## config.mk

```make
export PLATFORM = sky130hd
export DESIGN_NAME = bass_seq
export DESIGN_NICKNAME = d
export VERILOG_FILES = /design/src/hw/bass_pkg.sv /design/src/hw/bass_tick.sv /design/src/hw/bass_sync.sv /design/src/hw/bass_seq.sv
export SDC_FILE = /design/constraint.sdc
export NUM_CORES = 1
export LEC_CHECK = 0
export ABC_AREA = 1
export BUFFER_PORTS_ARGS = -buffer_cell sky130_fd_sc_hd__buf_2
export CORE_ASPECT_RATIO = 0.6
export CORE_MARGIN = 8
export CORE_UTILIZATION = 26
export CTS_CLUSTER_DIAMETER = 60
export DETAILED_ROUTE_END_ITERATION = 8
export GPL_TIMING_DRIVEN = 0
export SLEW_MARGIN = 15
export SYNTH_ARGS = -nofsm -noshare
export SYNTH_HDL_FRONTEND = slang
export SYNTH_HIERARCHICAL = 1
export SYNTH_SLANG_ARGS = --single-unit
```

## constraint.sdc

```tcl
create_clock -name clk_sys -period 4 [get_ports clk_sys]
set_input_delay 0.4 -clock clk_sys [delete_from_list [all_inputs] [get_ports clk_sys]]
set_output_delay 0.4 -clock clk_sys [all_outputs]
set_load 0.1 [all_outputs]
```

## src/hw/bass_pkg.sv

```systemverilog
/*
  Constants shared by the servo brake and fault sequencer: register map, field
  positions, reset values and timing counts.
  Assumes a 200 MHz system clock and a classic Wishbone register bus.
*/
package bass_pkg;
  // System clock rate and the 10ms timebase.
  localparam int unsigned CLK_HZ        = 200000000;
  localparam int unsigned TICK_MS       = 10;
  localparam int unsigned TICK_CYCLES   = CLK_HZ / 1000 * TICK_MS;
  // Register word addresses (byte addresses, aligned words).
  localparam logic [7:0] ADDR_CTRL      = 8'h00;
  localparam logic [7:0] ADDR_DELAY     = 8'h04;
  localparam logic [7:0] ADDR_SPEED     = 8'h08;
  localparam logic [7:0] ADDR_WAIT      = 8'h0C;
  localparam logic [7:0] ADDR_MAXSPD    = 8'h10;
  localparam logic [7:0] ADDR_STATUS    = 8'h14;
  localparam logic [7:0] ADDR_OUTSEL    = 8'h18;
  // Control register fields.
  localparam int unsigned CTRL_MAP_LSB  = 0;
  localparam int unsigned CTRL_CLR_BIT  = 4;
  localparam logic [3:0]  MAP_IGNORE    = 4'h7;
  // Output select register: brake route field at bits 9:8.
  localparam int unsigned ROUTE_LSB     = 8;
  // Reset values and upper limits of the settings.
  localparam logic [15:0] OUTSEL_RST    = 16'h0000;
  localparam logic [7:0]  DELAY_RST     = 8'h00;
  localparam logic [7:0]  DELAY_MAX     = 8'h32;
  localparam logic [15:0] SPEED_RST     = 16'h0064;
  localparam logic [15:0] SPEED_MAX     = 16'h2710;
  localparam logic [7:0]  WAIT_RST      = 8'h32;
  localparam logic [7:0]  WAIT_MAX      = 8'h64;
  localparam logic [15:0] MAXSPD_RST    = 16'h1770;
  // Fault code reported for a following error and while no alarm is held: all three pins low.
  localparam logic [2:0]  CODE_NONE     = 3'h0;
  // Sequencer states.
  typedef enum logic [2:0] {BASS_OFF, BASS_ON, BASS_STOP_DLY, BASS_MOVE_WAIT} bass_state_t;
endpackage : bass_pkg

```

## src/hw/bass_tick.sv

```systemverilog
/*
  Free-running 10ms tick generator.
  Assumes one synchronous clock and a clock enable that freezes the count.
*/
`timescale 1ns/1ps
`default_nettype none
module bass_tick
  import bass_pkg::*;
#(
  parameter int unsigned PERIOD = TICK_CYCLES  // Cycles per tick.
) (
  input  wire logic clk_sys,  // System clock.
  input  wire logic reset,    // Synchronous reset, active high.
  input  wire logic ce,       // Clock enable.
  output logic      tick      // One-cycle pulse every period.
);
  logic [31:0] count;  // Cycles since the last tick.

  // Count up and wrap, pulsing in the cycle after the last count of each period.
  always_ff @(posedge clk_sys) begin
    if (reset) begin
      count <= 32'h0;
      tick  <= 1'b0;
    end else if (ce) begin
      tick  <= (count == 32'(PERIOD - 1));
      count <= (count == 32'(PERIOD - 1)) ? 32'h0 : count + 32'h1;
    end
  end
endmodule : bass_tick
`default_nettype wire

```

## src/hw/bass_sync.sv

```systemverilog
/*
  Two-flop synchroniser for a group of pin inputs.
  Assumes the inputs are asynchronous to clk_sys.
*/
`timescale 1ns/1ps
`default_nettype none
module bass_sync #(
  parameter int unsigned W = 1  // Number of bits.
) (
  input  wire logic         clk_sys,  // System clock.
  input  wire logic         reset,    // Synchronous reset, active high.
  input  wire logic         ce,       // Clock enable.
  input  wire logic [W-1:0] d_in,     // Asynchronous inputs.
  input  wire logic [W-1:0] rst_val,  // Value shown during reset.
  output logic      [W-1:0] q_out     // Synchronised outputs.
);
  logic [W-1:0] stage1;  // First flop, read only by the second.

  // Two flops in series; only the second is visible.
  always_ff @(posedge clk_sys) begin
    if (reset) begin
      stage1 <= rst_val;
      q_out  <= rst_val;
    end else if (ce) begin
      stage1 <= d_in;
      q_out  <= stage1;
    end
  end
endmodule : bass_sync
`default_nettype wire

```

## src/hw/bass_seq.sv

```systemverilog
/*
  Brake, servo-enable and fault sequencer of a servo amplifier, with a classic
  Wishbone register slave.
  Assumes speed and alarm inputs come from logic on clk_sys, while the enable
  and fault-clear pins are asynchronous and pass through a synchroniser.

  // What this block does
  // - Brake release output low releases, high applies.
  // - Two-bit route field picks one of three outputs.
  // - Shared output circuits carry OR of signals.
  // - Stopped servo off: brake first, delayed motor off.
  // - Zero delay switches motor off with brake.
  // - Stop delay only when stopped; motion uses threshold.
  // - Alarm switches motor off at once.
  // - Speed threshold setting 0 to 10000, default 100.
  // - Wait time setting 0 to 100 ticks, default 50.
  // - Brake applies on low speed or wait expiry.
  // - Threshold above maximum speed uses maximum speed.
  // - Fault output low normally, high on alarm.
  // - Three open-collector lines give fault type.
  // - Fault clear input high clears latched alarm.
  // - Power cycle clears every latched alarm.
  // - Encoder alarms survive fault clear until power cycle.
  // - Panel clear request acts like fault clear.
  // - Following errors never shown on fault code.
  // - Enable low runs motor, high stops it.
  // - Servo off on enable loss, alarm or power.
  // - Enable map value seven forces servo on.
*/
`timescale 1ns/1ps
`default_nettype none
module bass_seq
  import bass_pkg::*;
#(
  parameter int unsigned TICK_PERIOD = TICK_CYCLES  // Cycles per 10ms tick.
) (
  input  wire logic        clk_sys,          // System clock, 200 MHz.
  input  wire logic        reset,            // Synchronous reset, control power up.
  input  wire logic        ce,               // Clock enable, freezes all state when low.
  input  wire logic        wb_cyc_i,         // Wishbone cycle.
  input  wire logic        wb_stb_i,         // Wishbone strobe.
  input  wire logic        wb_we_i,          // Wishbone write enable.
  input  wire logic [7:0]  wb_adr_i,         // Wishbone byte address.
  input  wire logic [31:0] wb_dat_i,         // Wishbone write data.
  input  wire logic [3:0]  wb_sel_i,         // Wishbone byte selects.
  output logic      [31:0] wb_dat_o,         // Wishbone read data.
  output logic             wb_ack_o,         // Wishbone acknowledge.
  input  wire logic        drive_enable_n,   // Drive-enable pin, low is active.
  input  wire logic        fault_clear_in,   // Fault-clear pin, high is ON.
  input  wire logic        panel_clear,      // Panel operator clear pulse, same clock.
  input  wire logic [15:0] motor_speed,      // Measured speed magnitude, rpm.
  input  wire logic        alarm_event,      // Alarm detected pulse, same clock.
  input  wire logic [2:0]  alarm_code,       // Alarm type with the event.
  input  wire logic        alarm_encoder,    // Alarm is encoder related.
  input  wire logic        alarm_following,  // Alarm is a following error.
  input  wire logic [2:0]  other_out_sig,    // Other status signals per circuit.
  output logic             motor_on,         // Motor power stage energised.
  output logic             brake_release_out,// Brake release, low releases.
  output logic [2:0]       out_circuit_n,    // Output circuits, low is closed.
  output logic             servo_fault_out,  // Fault output, high on alarm.
  output logic             fault_code_bit_a, // Fault code bit 0, open-collector.
  output logic             fault_code_bit_b, // Fault code bit 1, open-collector.
  output logic             fault_code_bit_c  // Fault code bit 2, open-collector.
);

  ////////////////////////////////////////////////////////////////////////////
  // Pin synchronisers and timebase.

  logic [1:0] pins_sync;  // Synchronised enable (bit 0) and clear (bit 1).
  logic       tick;       // 10ms pulse.

  bass_sync #(.W(2)) u_sync (
    .clk_sys (clk_sys),
    .reset   (reset),
    .ce      (ce),
    .d_in    ({fault_clear_in, drive_enable_n}),
    .rst_val (2'b01),
    .q_out   (pins_sync)
  );

  bass_tick #(.PERIOD(TICK_PERIOD)) u_tick (
    .clk_sys (clk_sys),
    .reset   (reset),
    .ce      (ce),
    .tick    (tick)
  );

  ////////////////////////////////////////////////////////////////////////////
  // Register file.

  logic [3:0]  enable_input_map;       // Enable pin mapping field.
  logic [15:0] output_select_two;      // Output selection register.
  logic [7:0]  brake_to_off_delay;     // Stopped delay, 10ms units.
  logic [15:0] brake_speed_threshold;  // Moving speed threshold, rpm.
  logic [7:0]  brake_wait_time;        // Moving wait time, 10ms units.
  logic [15:0] max_speed;              // Motor maximum speed, rpm.
  logic        sw_clear;               // Software clear pulse.

  wire        wb_req     = wb_cyc_i & wb_stb_i & ~wb_ack_o;  // New request.
  wire        wb_wr      = wb_req & wb_we_i & wb_sel_i[0];   // Write of low lane.
  wire        wb_wr_hi   = wb_req & wb_we_i & wb_sel_i[1];   // Write of second lane.
  wire [15:0] wr_half    = wb_dat_i[15:0];                   // Written halfword.
  wire [1:0]  brake_output_route = output_select_two[ROUTE_LSB +: 2];  // Brake route.

  // Settings are clamped to their documented ranges as they are written.
  wire [7:0]  delay_wr   = (wb_dat_i[7:0] > DELAY_MAX) ? DELAY_MAX : wb_dat_i[7:0];
  wire [15:0] speed_wr   = (wr_half > SPEED_MAX) ? SPEED_MAX : wr_half;
  wire [7:0]  wait_wr    = (wb_dat_i[7:0] > WAIT_MAX) ? WAIT_MAX : wb_dat_i[7:0];

  // Register writes; lanes above the fields are ignored.
  always_ff @(posedge clk_sys) begin
    if (reset) begin
      enable_input_map      <= 4'h0;
      output_select_two     <= OUTSEL_RST;
      brake_to_off_delay    <= DELAY_RST;
      brake_speed_threshold <= SPEED_RST;
      brake_wait_time       <= WAIT_RST;
      max_speed             <= MAXSPD_RST;
      sw_clear              <= 1'b0;
    end else if (ce) begin
      sw_clear <= wb_wr & (wb_adr_i == ADDR_CTRL) & wb_dat_i[CTRL_CLR_BIT];
      if (wb_wr) begin
        case (wb_adr_i)
          ADDR_CTRL:   enable_input_map   <= wb_dat_i[CTRL_MAP_LSB +: 4];
          ADDR_DELAY:  brake_to_off_delay <= delay_wr;
          ADDR_SPEED:  brake_speed_threshold[7:0] <= speed_wr[7:0];
          ADDR_WAIT:   brake_wait_time    <= wait_wr;
          ADDR_MAXSPD: max_speed[7:0]     <= wr_half[7:0];
          ADDR_OUTSEL: output_select_two[7:0] <= wr_half[7:0];
          default: ;
        endcase
      end
      if (wb_wr_hi) begin
        case (wb_adr_i)
          ADDR_SPEED:  brake_speed_threshold[15:8] <= speed_wr[15:8];
          ADDR_MAXSPD: max_speed[15:8]     <= wr_half[15:8];
          ADDR_OUTSEL: output_select_two[15:8] <= wr_half[15:8];
          default: ;
        endcase
      end
    end
  end

  ////////////////////////////////////////////////////////////////////////////
  // Alarm latch.

  logic       alarm_latched;  // Any alarm held.
  logic       alarm_enc;      // Held alarm is encoder related.
  logic [2:0] code_latched;   // Held fault code.

  wire clear_req  = pins_sync[1] | panel_clear | sw_clear;
  wire clear_ok   = clear_req & ~alarm_enc;
  // A following error is still an alarm but reports no code.
  wire [2:0] code_in = alarm_following ? CODE_NONE : alarm_code;

  // A new alarm wins over a clear in the same cycle; reset is power-up.
  always_ff @(posedge clk_sys) begin
    if (reset) begin
      alarm_latched <= 1'b0;
      alarm_enc     <= 1'b0;
      code_latched  <= CODE_NONE;
    end else if (ce) begin
      if (alarm_event) begin
        alarm_latched <= 1'b1;
        alarm_enc     <= alarm_enc | alarm_encoder;
        code_latched  <= code_in;
      end else if (clear_ok) begin
        alarm_latched <= 1'b0;
        code_latched  <= CODE_NONE;
      end
    end
  end

  ////////////////////////////////////////////////////////////////////////////
  // Servo on/off sequencer.

  bass_state_t state;        // Sequencer state.
  bass_state_t next_state;   // Next sequencer state.
  logic [7:0]  tick_count;   // Ticks since servo off.
  logic        motor_reg;    // Motor output register.
  logic        brake_apply;  // Brake applied (release output high).

  // The map value seven ignores the pin and keeps the servo commanded on.
  wire enable_cmd = (enable_input_map == MAP_IGNORE) | ~pins_sync[0];
  wire alarm_any  = alarm_latched | alarm_event;
  wire servo_req  = enable_cmd & ~alarm_any;
  // A threshold above the motor maximum behaves as the maximum.
  wire [15:0] eff_thresh = (brake_speed_threshold > max_speed) ? max_speed
                                                               : brake_speed_threshold;
  wire stopped    = (motor_speed == 16'h0000);
  wire slow       = (motor_speed < eff_thresh);
  wire delay_done = tick_count >= brake_to_off_delay;
  wire wait_done  = tick_count >= brake_wait_time;

  // Next-state choice; alarms always drop the motor without waiting.
  always_comb begin
    next_state = state;
    case (state)
      BASS_OFF: begin
        if (servo_req) next_state = BASS_ON;
      end
      BASS_ON: begin
        if (!servo_req) begin
          if (stopped && !alarm_any) begin
            next_state = (brake_to_off_delay == 8'h00) ? BASS_OFF : BASS_STOP_DLY;
          end else if (stopped) begin
            next_state = BASS_OFF;
          end else begin
            next_state = BASS_MOVE_WAIT;
          end
        end
      end
      BASS_STOP_DLY: begin
        if (alarm_any || delay_done) next_state = BASS_OFF;
      end
      BASS_MOVE_WAIT: begin
        if (slow || wait_done) next_state = BASS_OFF;
      end
      default: next_state = BASS_OFF;
    endcase
  end

  // State, tick counter and outputs; the counter restarts at servo off.
  always_ff @(posedge clk_sys) begin
    if (reset) begin
      state       <= BASS_OFF;
      tick_count  <= 8'h00;
      motor_reg   <= 1'b0;
      brake_apply <= 1'b1;
    end else if (ce) begin
      state <= next_state;
      if (state == BASS_ON) tick_count <= 8'h00;
      else if (tick && tick_count != 8'hFF) tick_count <= tick_count + 8'h01;
      // Brake is applied on any exit from ON except motion wait.
      brake_apply <= (next_state != BASS_ON) && (next_state != BASS_MOVE_WAIT);
      // Any alarm drops the motor at once, even while the brake waits for speed.
      motor_reg   <= (next_state != BASS_OFF) && !alarm_any;
    end
  end

  // The alarm cuts the motor in the same cycle it is seen.
  assign motor_on = motor_reg & ~alarm_event;

  ////////////////////////////////////////////////////////////////////////////
  // Output pins.

  logic [2:0] circuit_reg;  // Active-high content of each output circuit.

  // Each output circuit ORs the brake release with other allocated signals.
  generate
    for (genvar i = 0; i < 3; i++) begin : g_circ
      wire brk_here = (brake_output_route == 2'(i + 1)) & ~brake_apply;
      always_ff @(posedge clk_sys) begin
        if (reset) circuit_reg[i] <= 1'b0;
        else if (ce) circuit_reg[i] <= brk_here | other_out_sig[i];
      end
    end
  endgenerate

  assign out_circuit_n     = ~circuit_reg;
  assign brake_release_out = brake_apply;
  assign servo_fault_out   = alarm_latched;
  assign fault_code_bit_a  = code_latched[0];
  assign fault_code_bit_b  = code_latched[1];
  assign fault_code_bit_c  = code_latched[2];

  ////////////////////////////////////////////////////////////////////////////
  // Register read path and acknowledge.

  wire [31:0] status_word = {24'h0, 1'b0, state, alarm_enc, alarm_latched, brake_apply,
                             motor_reg};
  wire [31:0] rd_mux = (wb_adr_i == ADDR_CTRL)   ? {28'h0, enable_input_map} :
                       (wb_adr_i == ADDR_DELAY)  ? {24'h0, brake_to_off_delay} :
                       (wb_adr_i == ADDR_SPEED)  ? {16'h0, brake_speed_threshold} :
                       (wb_adr_i == ADDR_WAIT)   ? {24'h0, brake_wait_time} :
                       (wb_adr_i == ADDR_MAXSPD) ? {16'h0, max_speed} :
                       (wb_adr_i == ADDR_STATUS) ? status_word :
                       (wb_adr_i == ADDR_OUTSEL) ? {16'h0, output_select_two} : 32'h0;

  // One wait state: ack one cycle after the strobe, dropped the next cycle.
  always_ff @(posedge clk_sys) begin
    if (reset) begin
      wb_ack_o <= 1'b0;
      wb_dat_o <= 32'h0;
    end else if (ce) begin
      wb_ack_o <= wb_req;
      if (wb_req) wb_dat_o <= rd_mux;
    end
  end

  ////////////////////////////////////////////////////////////////////////////
  // Assertions.

  a_alarm_cuts_motor: assert property (@(posedge clk_sys) disable iff (reset)
    ce && alarm_event |-> !motor_on ##1 (!ce || !motor_on))
    else $error("Motor stayed on after an alarm.");

  a_fault_follows_alarm: assert property (@(posedge clk_sys) disable iff (reset)
    ce && alarm_event |=> servo_fault_out)
    else $error("Fault output not raised after an alarm.");

  a_clear_drops_fault: assert property (@(posedge clk_sys) disable iff (reset)
    ce && clear_req && !alarm_enc && !alarm_event |=> !servo_fault_out)
    else $error("Fault clear did not drop the fault output.");

  a_encoder_holds: assert property (@(posedge clk_sys) disable iff (reset)
    ce && alarm_enc && servo_fault_out && !alarm_event |=> servo_fault_out)
    else $error("Encoder alarm was cleared without a power cycle.");

  a_no_follow_code: assert property (@(posedge clk_sys) disable iff (reset)
    ce && alarm_event && alarm_following |=> {fault_code_bit_c, fault_code_bit_b,
                                             fault_code_bit_a} == CODE_NONE)
    else $error("Following error reported a fault code.");

  a_motor_needs_brake: assert property (@(posedge clk_sys) disable iff (reset)
    state == BASS_STOP_DLY |-> brake_release_out && motor_reg)
    else $error("Stop delay without brake applied or motor on.");

  a_zero_delay_same: assert property (@(posedge clk_sys) disable iff (reset)
    ce && $rose(brake_release_out) && $past(state) == BASS_ON && brake_to_off_delay == 8'h00
    && !$past(alarm_any) |-> !motor_reg)
    else $error("Motor still on with zero brake delay.");

  a_map_ignores_pin: assert property (@(posedge clk_sys) disable iff (reset)
    ce && enable_input_map == MAP_IGNORE && !alarm_any && state == BASS_OFF |=>
    motor_reg && !brake_release_out)
    else $error("Ignored enable pin did not turn the servo on.");

  a_fault_stops_motor: assert property (@(posedge clk_sys) disable iff (reset)
    servo_fault_out |-> !motor_on)
    else $error("Motor on while an alarm is latched.");

  a_move_holds_release: assert property (@(posedge clk_sys) disable iff (reset)
    state == BASS_MOVE_WAIT |-> !brake_release_out)
    else $error("Brake applied before the motion condition was met.");

  a_release_when_on: assert property (@(posedge clk_sys) disable iff (reset)
    ce && state == BASS_ON && next_state == BASS_ON |=> !brake_release_out)
    else $error("Brake applied while servo on.");
endmodule : bass_seq
`default_nettype wire

```

==> results list, run 1 <==
* Top FF cell, synth: sky130_fd_sc_hd__dfxtp_1
* Maximum resistive drop on vdd: 276 µV
- The biggest area contributor in the post-synthesis netlist is sky130_fd_sc_hd__dfxtp_1.
* Leading cell type by number of instances after synthesis: sky130_fd_sc_hd__nand2_1
- Before CTS, the worst setup slack after placement is 0.188 ns.
- Total global-route track usage: 14.8%
* Number of buffers added for setup after CTS: 0
- Final-layout worst hold slack: about 0.23 ns
- For this run, asynchronously set or reset flops after synthesis account for 0%.
* Hold violation total from the final report: 0
- Ratio of cells with drive above 1 in the final layout: 15.9%
- Gates resized during post-CTS repair numbered 0.
* DRC Markers: 0
- By area the synthesized netlist is led by sky130_fd_sc_hd__dfxtp_1, sky130_fd_sc_hd__nand2_1, sky130_fd_sc_hd__ha_1, sky130_fd_sc_hd__inv_1, sky130_fd_sc_hd__nor2_1.
* Critical path fanouts, max: 10
- Initial Util: a little over a quarter
* FP Rows: 50
- Counting flops and latches in the post-synthesis netlist gives between 100 and 150.
- Unrepaired setup endpoints after global routing: no
- In the global route stage, met1 resource usage came out at 22.1%.
- Pin count of the biggest net entering global routing: 17
* Via density per instance: 4.83
* Most Used Layer, Global Route: met1
- Worst Setup End Kind: flip-flop
- Unique masters post-synth: 53
- The routed layout has ~8200 vias.
- Clock Sinks: 144
* Final GP Congestion: 0.928
- In this run the cell area of the synthesized design comes to 8200 µm².
- TritonCTS built the clock tree.
- Data required, critical path: 4.32 ns
- Clock-pin slew was measured on the worst setup and hold paths at around 0.06 ns.
- In the final routed layout, each cell accounts on average for about 17 µm.
* Top register by number of flip-flops: u_tick/count
- Power per unit of standard cell area: 359 nW/µm²
- GR met2 Demand/Resource: 19.2%
* Clock H-tree levels: 4
* Clock root cell: sky130_fd_sc_hd__clkbuf_16
- Max FFs per register: 32
- Share of the clock period used by the worst path after layout: 91.0%
- At the pin with the least slew margin, the transition time is 0.959 ns.
- Per-instance average area after synthesis: 7.20 µm²
- Synthesis warning total: 6
- Finish-stage setup viols: 0
- Setup skew after layout: 0.0137 ns
* Number of detailed-routing iterations run before antenna repair: 6
- The first global-routing pass estimated 43500 µm of wire.
- Ports placed on the boundary: 120
* Synth top area share: 34.2%
- The worst hold path belongs to the class in2reg.
- Routed wire length: 28300 µm
- After layout, the minimum clock period comes to 3.64 ns.
* Placeable core area: between 30000 and 40000 µm²
- Timing would allow up to about 270 MHz.
- Number of instances in the synthesized netlist: around 1100
- Layout overhead on the synthesized area: 20.2%
- In the final design database the tool counted ~1400 nets.
* Standby leakage power: about 4.2 nW
- For this run, global-route usage on met3 was measured as 5.54%.
* Type of the worst setup path: reg2reg
- Once layout is complete, the cells apart from fillers number 1690.
- Run status: complete, no violations
* Clock Latency Late Sink: between 0.4 and 0.5 ns
* Number of cells after detailed placement: 1657
- The worst pin sits at a relative slew slack of 35.5%.
- Post-synthesis sequential area ratio: 35.6%
- Utilization of the core after routing: around a third
- Yosys mapped a number of flops with a built-in enable equal to 4.
- GR Overflow Total: 0
- DIE AREA: 37700 µm²
- Final Max Tran Viols: 0
- Final worst setup slack: 0.361 ns
- Once detail routing completed, the nets flagged for antenna violations numbered 0.
- STA classifies the critical path startpoint as a flip-flop.
- Inserted Clock Buffers: 17
- Summed over all nets, the half-perimeter wirelength after detailed placement is around 23000 µm.
- Number of global-route vias before repair: 7398
- Number of hold buffers added after CTS: 0
- At the worst endpoint, the arrival time is about 4.0 ns.
- Die X-Extent: 245 µm
* Max-cap viol count: 0
- For the final routed database, the setup TNS stands at 0 ns.
- In this run, the number of DRC markers left after iteration 0 of detailed routing was 788.
- Port buffering added 85 buffers.
* Y dimension of the die: 154 µm
- The initial antenna violation count came to 2.
- Top post-synthesis cells by count: sky130_fd_sc_hd__nand2_1, sky130_fd_sc_hd__inv_1, sky130_fd_sc_hd__dfxtp_1
- The clock passes through at most 2 buffers.
## power breakdown
group / switching, mW / internal [mW]
Sequential: 0.0105 / 1.46
Combinational: 0.253 / 0.0769
Clock: 0.645 / 1.10
Total: 0.908 / 2.63
## final cells by class
| type | count | area, µm² |
|---|---|---|
| clock buffers | 23 | 478 |
| clock inverters | 9 | 155 |
| multi-input cells | 810 | 4500 |
| flip-flops and latches | 144 | 2920 |
| plain buffers | 45 | 262 |
| repair buffers | 85 | 425 |
| diodes | 1 | 2.50 |
| inverters | 157 | 591 |
| fillers | 3309 | 21200 |
| well taps | 416 | 520 |
## critical path: stages (launching register included)
cell and delay (ns):
sky130_fd_sc_hd__dfxtp_1 0.30, sky130_fd_sc_hd__inv_1 0.07, sky130_fd_sc_hd__ha_1 0.33, sky130_fd_sc_hd__nand4_1 0.20, sky130_fd_sc_hd__nor3_4 0.28, sky130_fd_sc_hd__nand3_1 0.16, sky130_fd_sc_hd__nand2_2 0.12, sky130_fd_sc_hd__clkbuf_2 0.30
sky130_fd_sc_hd__nor2_1 0.07, sky130_fd_sc_hd__a21oi_1 0.14, sky130_fd_sc_hd__ha_1 0.26, sky130_fd_sc_hd__a21oi_1 0.18, sky130_fd_sc_hd__nor2_1 0.06, sky130_fd_sc_hd__a211oi_1 0.29, sky130_fd_sc_hd__o221a_2 0.25, sky130_fd_sc_hd__nand2_1 0.09
sky130_fd_sc_hd__nand2_1 0.10, sky130_fd_sc_hd__nand2_1 0.05, sky130_fd_sc_hd__nand2_1 0.10, sky130_fd_sc_hd__nand2_1 0.08, sky130_fd_sc_hd__nand2_1 0.06, sky130_fd_sc_hd__nand2_1 0.05
## path summary, 6_finish.rpt
check | from | to | slack [ns] | depth (start not counted)
setup reg to reg | max_speed[11] | motor_reg | 0.36 | 21
setup / recovery | max_speed[11] | motor_reg | 0.36 | 21
hold / removal | alarm_code[1] | code_latched[1] | 0.23 | 3
hold reg to reg | code_latched[1] | code_latched[1] | 0.46 | 2
## through the flow
| stage | power, mW | cell area (µm²) |
|---|---|---|
| after global routing | 3.65 | 9860 |
| after floorplan | 1.71 | 8260 |
| final | 3.54 | 9860 |
| after global placement | 1.82 | 9210 |
| after CTS | 3.56 | 9840 |
| after detailed placement | 1.82 | 9210 |
## metal layers
| layer | share of wire (%) | vias to the layer above |
|---|---|---|
| met4 | 1.8 | 4 |
| met5 | 0.064 | - |
| met2 | 37 | 378 |
| met3 | 12 | 37 |
| li1 | - | 4018 |
| met1 | 49 | 3734 |
## cells in the final DEF (no fill, tap or decap), drive strengths merged, types with 24 or more instances in the layout
master / Yosys / routed
inv: 155 / 155
buf: 29 / 114
clkbuf: 16 / 39
a21oi: 91 / 91
nor3: 24 / 24
nor2: 150 / 150
o211ai: 35 / 35
nand3: 39 / 39
dfxtp: 140 / 140
o21ai: 78 / 78
nand2: 226 / 226
ha: 49 / 49
## logic make-up (layout without fill, tap and decap cells)
group / count (synthesis) / after routing / synth area share, %
flip-flops: 144 / 144 / 35.6
AO/OA/AOI/OAI: 260 / 260 / 18.6
buffers and inverters: 202 / 319 / 10.4
AND/OR/NAND/NOR: 464 / 464 / 25.8
multiplexers: 1 / 1 / 0.122
adder cells (fa/ha/maj): 49 / 49 / 7.47
other: 2 / 19 / 0.0915
XOR/XNOR: 18 / 18 / 1.92
Power figures use the tool's default switching activity.
==> run 2, diff against run 1 <==
--- a/config.mk
+++ b/config.mk
@@ -14,2 +14,3 @@
 export DETAILED_ROUTE_END_ITERATION = 8
+export GPL_ROUTABILITY_DRIVEN = 0
 export GPL_TIMING_DRIVEN = 0
==> constraint.sdc (replaced) <==
create_clock -name clk_sys -period 4 [get_ports clk_sys]
set_input_delay 0.6 -clock clk_sys [delete_from_list [all_inputs] [get_ports clk_sys]]
set_output_delay 0.6 -clock clk_sys [all_outputs]
set_load 0.1 [all_outputs]
==> run 2 against run 1 <==
Effect of this change:
- worst setup slack got worse by 0.086 ns
- final cell count barely moved
- global-route usage about the same
- final area down 0.11%
- non-clock buffer count unchanged
- critical endpoint unchanged
- clock skew shrank 0.0024 ns
- first-iteration DRC count up 15%
- clock power about the same
==> results list, run 2 (synthesis gave the netlist of run 1 again) <==
- Run status: complete, no violations
- Start point of the worst min-delay path: alarm_code[2]
* Power per unit of standard cell area: 358 nW/µm² (-0.29%)
- R2r endpoint: motor_reg
- The slew at the pin with the worst max-slew slack was 0.890 ns (-0.0692 ns).
- The peak supply drop is 261 µV (-5.4%).
- Area occupied by multi-input gates: 4500 µm² (-0.14%)
* Final-layout fill cell count: 3340 (+0.94%)
- Clock H-tree levels: 4 (unchanged)
* Inserted Clock Buffers: 17 (unchanged)
- The total die area is 37700 µm² (unchanged).
* Placeable core area: 31100 µm² (unchanged)
- Clock transition time at the flip-flop clock pins of the worst setup and hold paths: 0.06 ns (about the same)
- Clock Sinks: 144 (unchanged)
- The final design instance area without fill was 9850 µm² (-0.11%).
- Ports placed on the boundary: 120 (unchanged)
* Final Max Tran Viols: 0 (unchanged)
- The worst hold path belongs to the class in2reg.
- The number of buffer and inverter stages on the critical path is 2 (unchanged).
* Wire length per cell: 16.7 µm (-0.22%)
- Maximum cell stage delay along the critical path: 0.32 ns (about the same)
- The number of cells traversed by the worst register-to-register path is 21 (unchanged).
* Max FFs per register: 32 (unchanged)
* Number of buffers added for setup after CTS: 0 (unchanged)
- Critical path, cell by cell: inv_1, ha_1, nand4_1, nor3_2, nand3_1, nand2_2, clkbuf_2, nor2_1, a21oi_1, ha_1, a21oi_1, nor2_1, a211oi_1, o221a_2, nand2_1, nand2_1, nand2_1, nand2_1, nand2_1, nand2_1, nand2_1
* Maximum achievable frequency: 268 MHz (-2.3%)
* Ratio of cells with drive above 1 in the final layout: 16.0% (about the same)
* Pin count of the biggest net entering global routing: 17 (unchanged)
- # port buffers: 85 (unchanged)
- Top register by number of flip-flops: u_tick/count
- The number of search-and-repair iterations in the first detailed-routing pass was 5 (-1).
- Share of the clock period used by the worst path after layout: 93.1% (+2.2 points)
* Estimated wirelength of the detail-placed design: 22900 µm (+0.80%)
* Antenna violations before repair: 3 (+1)
- The number of buffers between clock root and the deepest sink was 2 (unchanged).
- The cell family contributing the most delay on the critical path is simple AND/OR/NAND/NOR gates.
- On the critical path, the stage with the largest delay is an instance of sky130_fd_sc_hd__ha_1.
- CTS tree: done
* Leading cell types in the layout, fill and taps excluded: sky130_fd_sc_hd__nand2_1, sky130_fd_sc_hd__inv_1, sky130_fd_sc_hd__dfxtp_1, sky130_fd_sc_hd__nor2_1, sky130_fd_sc_hd__buf_2
* Worst Setup End Kind: flip-flop
- Y dimension of the die: 154 µm (unchanged)
- The reg2reg setup slack came to 0.28 ns (-0.09 ns).
- Headroom to the max-slew limit: 40.2% (+4.7 points)
* Type of the worst setup path: reg2reg
- Post-detailed-route count of antenna-violating nets: 0 (unchanged)
* Routed wire length: 28200 µm (-0.28%)
* Critical path launch point type: flip-flop
* Unrepaired setup endpoints after global routing: no
- Most frequent cell on the critical path: sky130_fd_sc_hd__nand2_1
* Startpoint of the worst-slack reg-to-reg timing path: max_speed[11]
- The time the final worst path needs with I/O delays and setup was 3.72 ns (+0.0862 ns).
* Pre-CTS WS: 0.167 ns (-0.0215 ns)
- The number of cell rows was 50 (unchanged).
- Via density per instance: 4.86 (+0.43%)
* Setup skew after layout: 0.0113 ns (-0.00239 ns)
* Violation count after the first detailed-routing iteration: 907 (+15%)
- Setup TNS: 0 ns (unchanged)
- Finish-stage setup viols: 0 (unchanged)
* DRC Markers: 0 (unchanged)
- The number of hold violations in the final report is 0 (unchanged).
- The arrival time at the worst endpoint came to 4.04 ns (+0.08 ns).
- Wire length of the first global-routing pass: 43500 µm (+0.20%)
- Relative to the synthesized area, the layout overhead comes to 20.0%.
- The via count of the first global-routing pass is 7569 (+2.3%).
* Critical path fanouts, max: 10 (unchanged)
- Hold path depth: 3 (unchanged)
* Die X-Extent: 245 µm (unchanged)
* Standby leakage power: 4.17 nW (about the same)
- Seq. cell area: 2920 µm² (unchanged)
* End point of the most critical hold path: code_latched[2]
- The global routing usage summed across all routing layers is 14.8% (-0.019 points).
- The worst-case setup margin in the final layout came to 0.275 ns (-0.0862 ns).
- The total number of vias was 8201 (+0.37%).
* GR Overflow Total: 0 (unchanged)
- The data required time at the worst endpoint was 4.32 ns (about the same).
- The source-to-sink clock delay at the later pin of the worst-skew pair is 0.42 ns (about the same).
- Placed cell areas: 9210 µm² (unchanged)
- Most common library cell in the layout ignoring fill and taps: sky130_fd_sc_hd__nand2_1
- Final net count: 1387 (unchanged)
- The effective utilization at floorplan came to 26.4% (unchanged).
* Max-cap viol count: 0 (unchanged)
* Clock root cell: sky130_fd_sc_hd__clkbuf_16
-- run 2: cell count changes in the layout (fill, tap and decap cells not counted) --
cell,change
sky130_fd_sc_hd__inv_6,+1
sky130_fd_sc_hd__clkinv_4,-1
sky130_fd_sc_hd__clkinvlp_4,-1
sky130_fd_sc_hd__inv_4,+1
sky130_fd_sc_hd__nor3_2,+1
sky130_fd_sc_hd__clkbuf_1,-1
sky130_fd_sc_hd__nor3_4,-1
-- run 2: repair_timing --
| action | CTS | global route |
|---|---|---|
| hold buffers | 0 | 0 |
| resized for setup | 0 | 5 |
| endpoints found under the setup margin | 0 | 4 |
-- run 2: routing by layer --
| metal | GRT usage, % | share of wire, % |
|---|---|---|
| met5 | 0 | 0.078 |
| met4 | 3.79 | 1.4 |
| met3 | 5.21 | 12 |
| met2 | 19.4 | 38 |
| met1 | 22.1 | 49 |
-- run 2: power breakdown --
group	switching [mW]	total, mW	internal [mW]
Clock	0.632	1.72	1.09
Combinational	0.254	0.331	0.0769
Sequential	0.0108	1.47	1.46
Total	0.896	3.52	2.63
-- run 2: how the worst max path moves through the flow --
stage / from / endpoint / slack (ns) / cells past startpoint
final: max_speed[11] / motor_reg / 0.28 / 21
after global routing: max_speed[9] / motor_reg / 0.13 / 24
after CTS: max_speed[9] / motor_reg / 0.13 / 24
after detailed placement: max_speed[9] / motor_reg / 0.17 / 24
after global placement: max_speed[9] / motor_reg / 0.22 / 24
after floorplan: max_speed[15] / motor_reg / 1.19 / 21
-- run 2: final cells by class --
class | instances | share of cell area (%)
Tap cell | 416 | 5.29
Clock inverter | 9 | 1.56
Buffer | 45 | 2.66
Multi-Input combinational cell | 810 | 45.7
Timing Repair Buffer | 85 | 4.32
Clock buffer | 22 | 4.82
Inverter | 157 | 6.00
Sequential cell | 144 | 29.7
Antenna cell | 1 | 0.0254
-- run 2: through the flow --
step           std cells  util, %  hold slack (ns)  power, mW
2_1_floorplan       1156        -            0.426       1.71
3_3_place_gp        1657     29.6            0.442       1.82
3_5_place_dp        1657     29.6            0.444       1.82
4_1_cts             1688     31.6            0.404       3.55
5_1_grt             1689     31.7            0.425       3.64
6_report            1689     31.7            0.427       3.52
-- run 2: worst register-to-register path: stages (launching register included) --
cell and delay, ns:
sky130_fd_sc_hd__dfxtp_1 0.31, sky130_fd_sc_hd__inv_1 0.07, sky130_fd_sc_hd__ha_1 0.32, sky130_fd_sc_hd__nand4_1 0.16
sky130_fd_sc_hd__nor3_2 0.32, sky130_fd_sc_hd__nand3_1 0.20, sky130_fd_sc_hd__nand2_2 0.15, sky130_fd_sc_hd__clkbuf_2 0.30
sky130_fd_sc_hd__nor2_1 0.08, sky130_fd_sc_hd__a21oi_1 0.14, sky130_fd_sc_hd__ha_1 0.26, sky130_fd_sc_hd__a21oi_1 0.17
sky130_fd_sc_hd__nor2_1 0.06, sky130_fd_sc_hd__a211oi_1 0.30, sky130_fd_sc_hd__o221a_2 0.25, sky130_fd_sc_hd__nand2_1 0.10
sky130_fd_sc_hd__nand2_1 0.09, sky130_fd_sc_hd__nand2_1 0.05, sky130_fd_sc_hd__nand2_1 0.12, sky130_fd_sc_hd__nand2_1 0.07
sky130_fd_sc_hd__nand2_1 0.06, sky130_fd_sc_hd__nand2_1 0.04
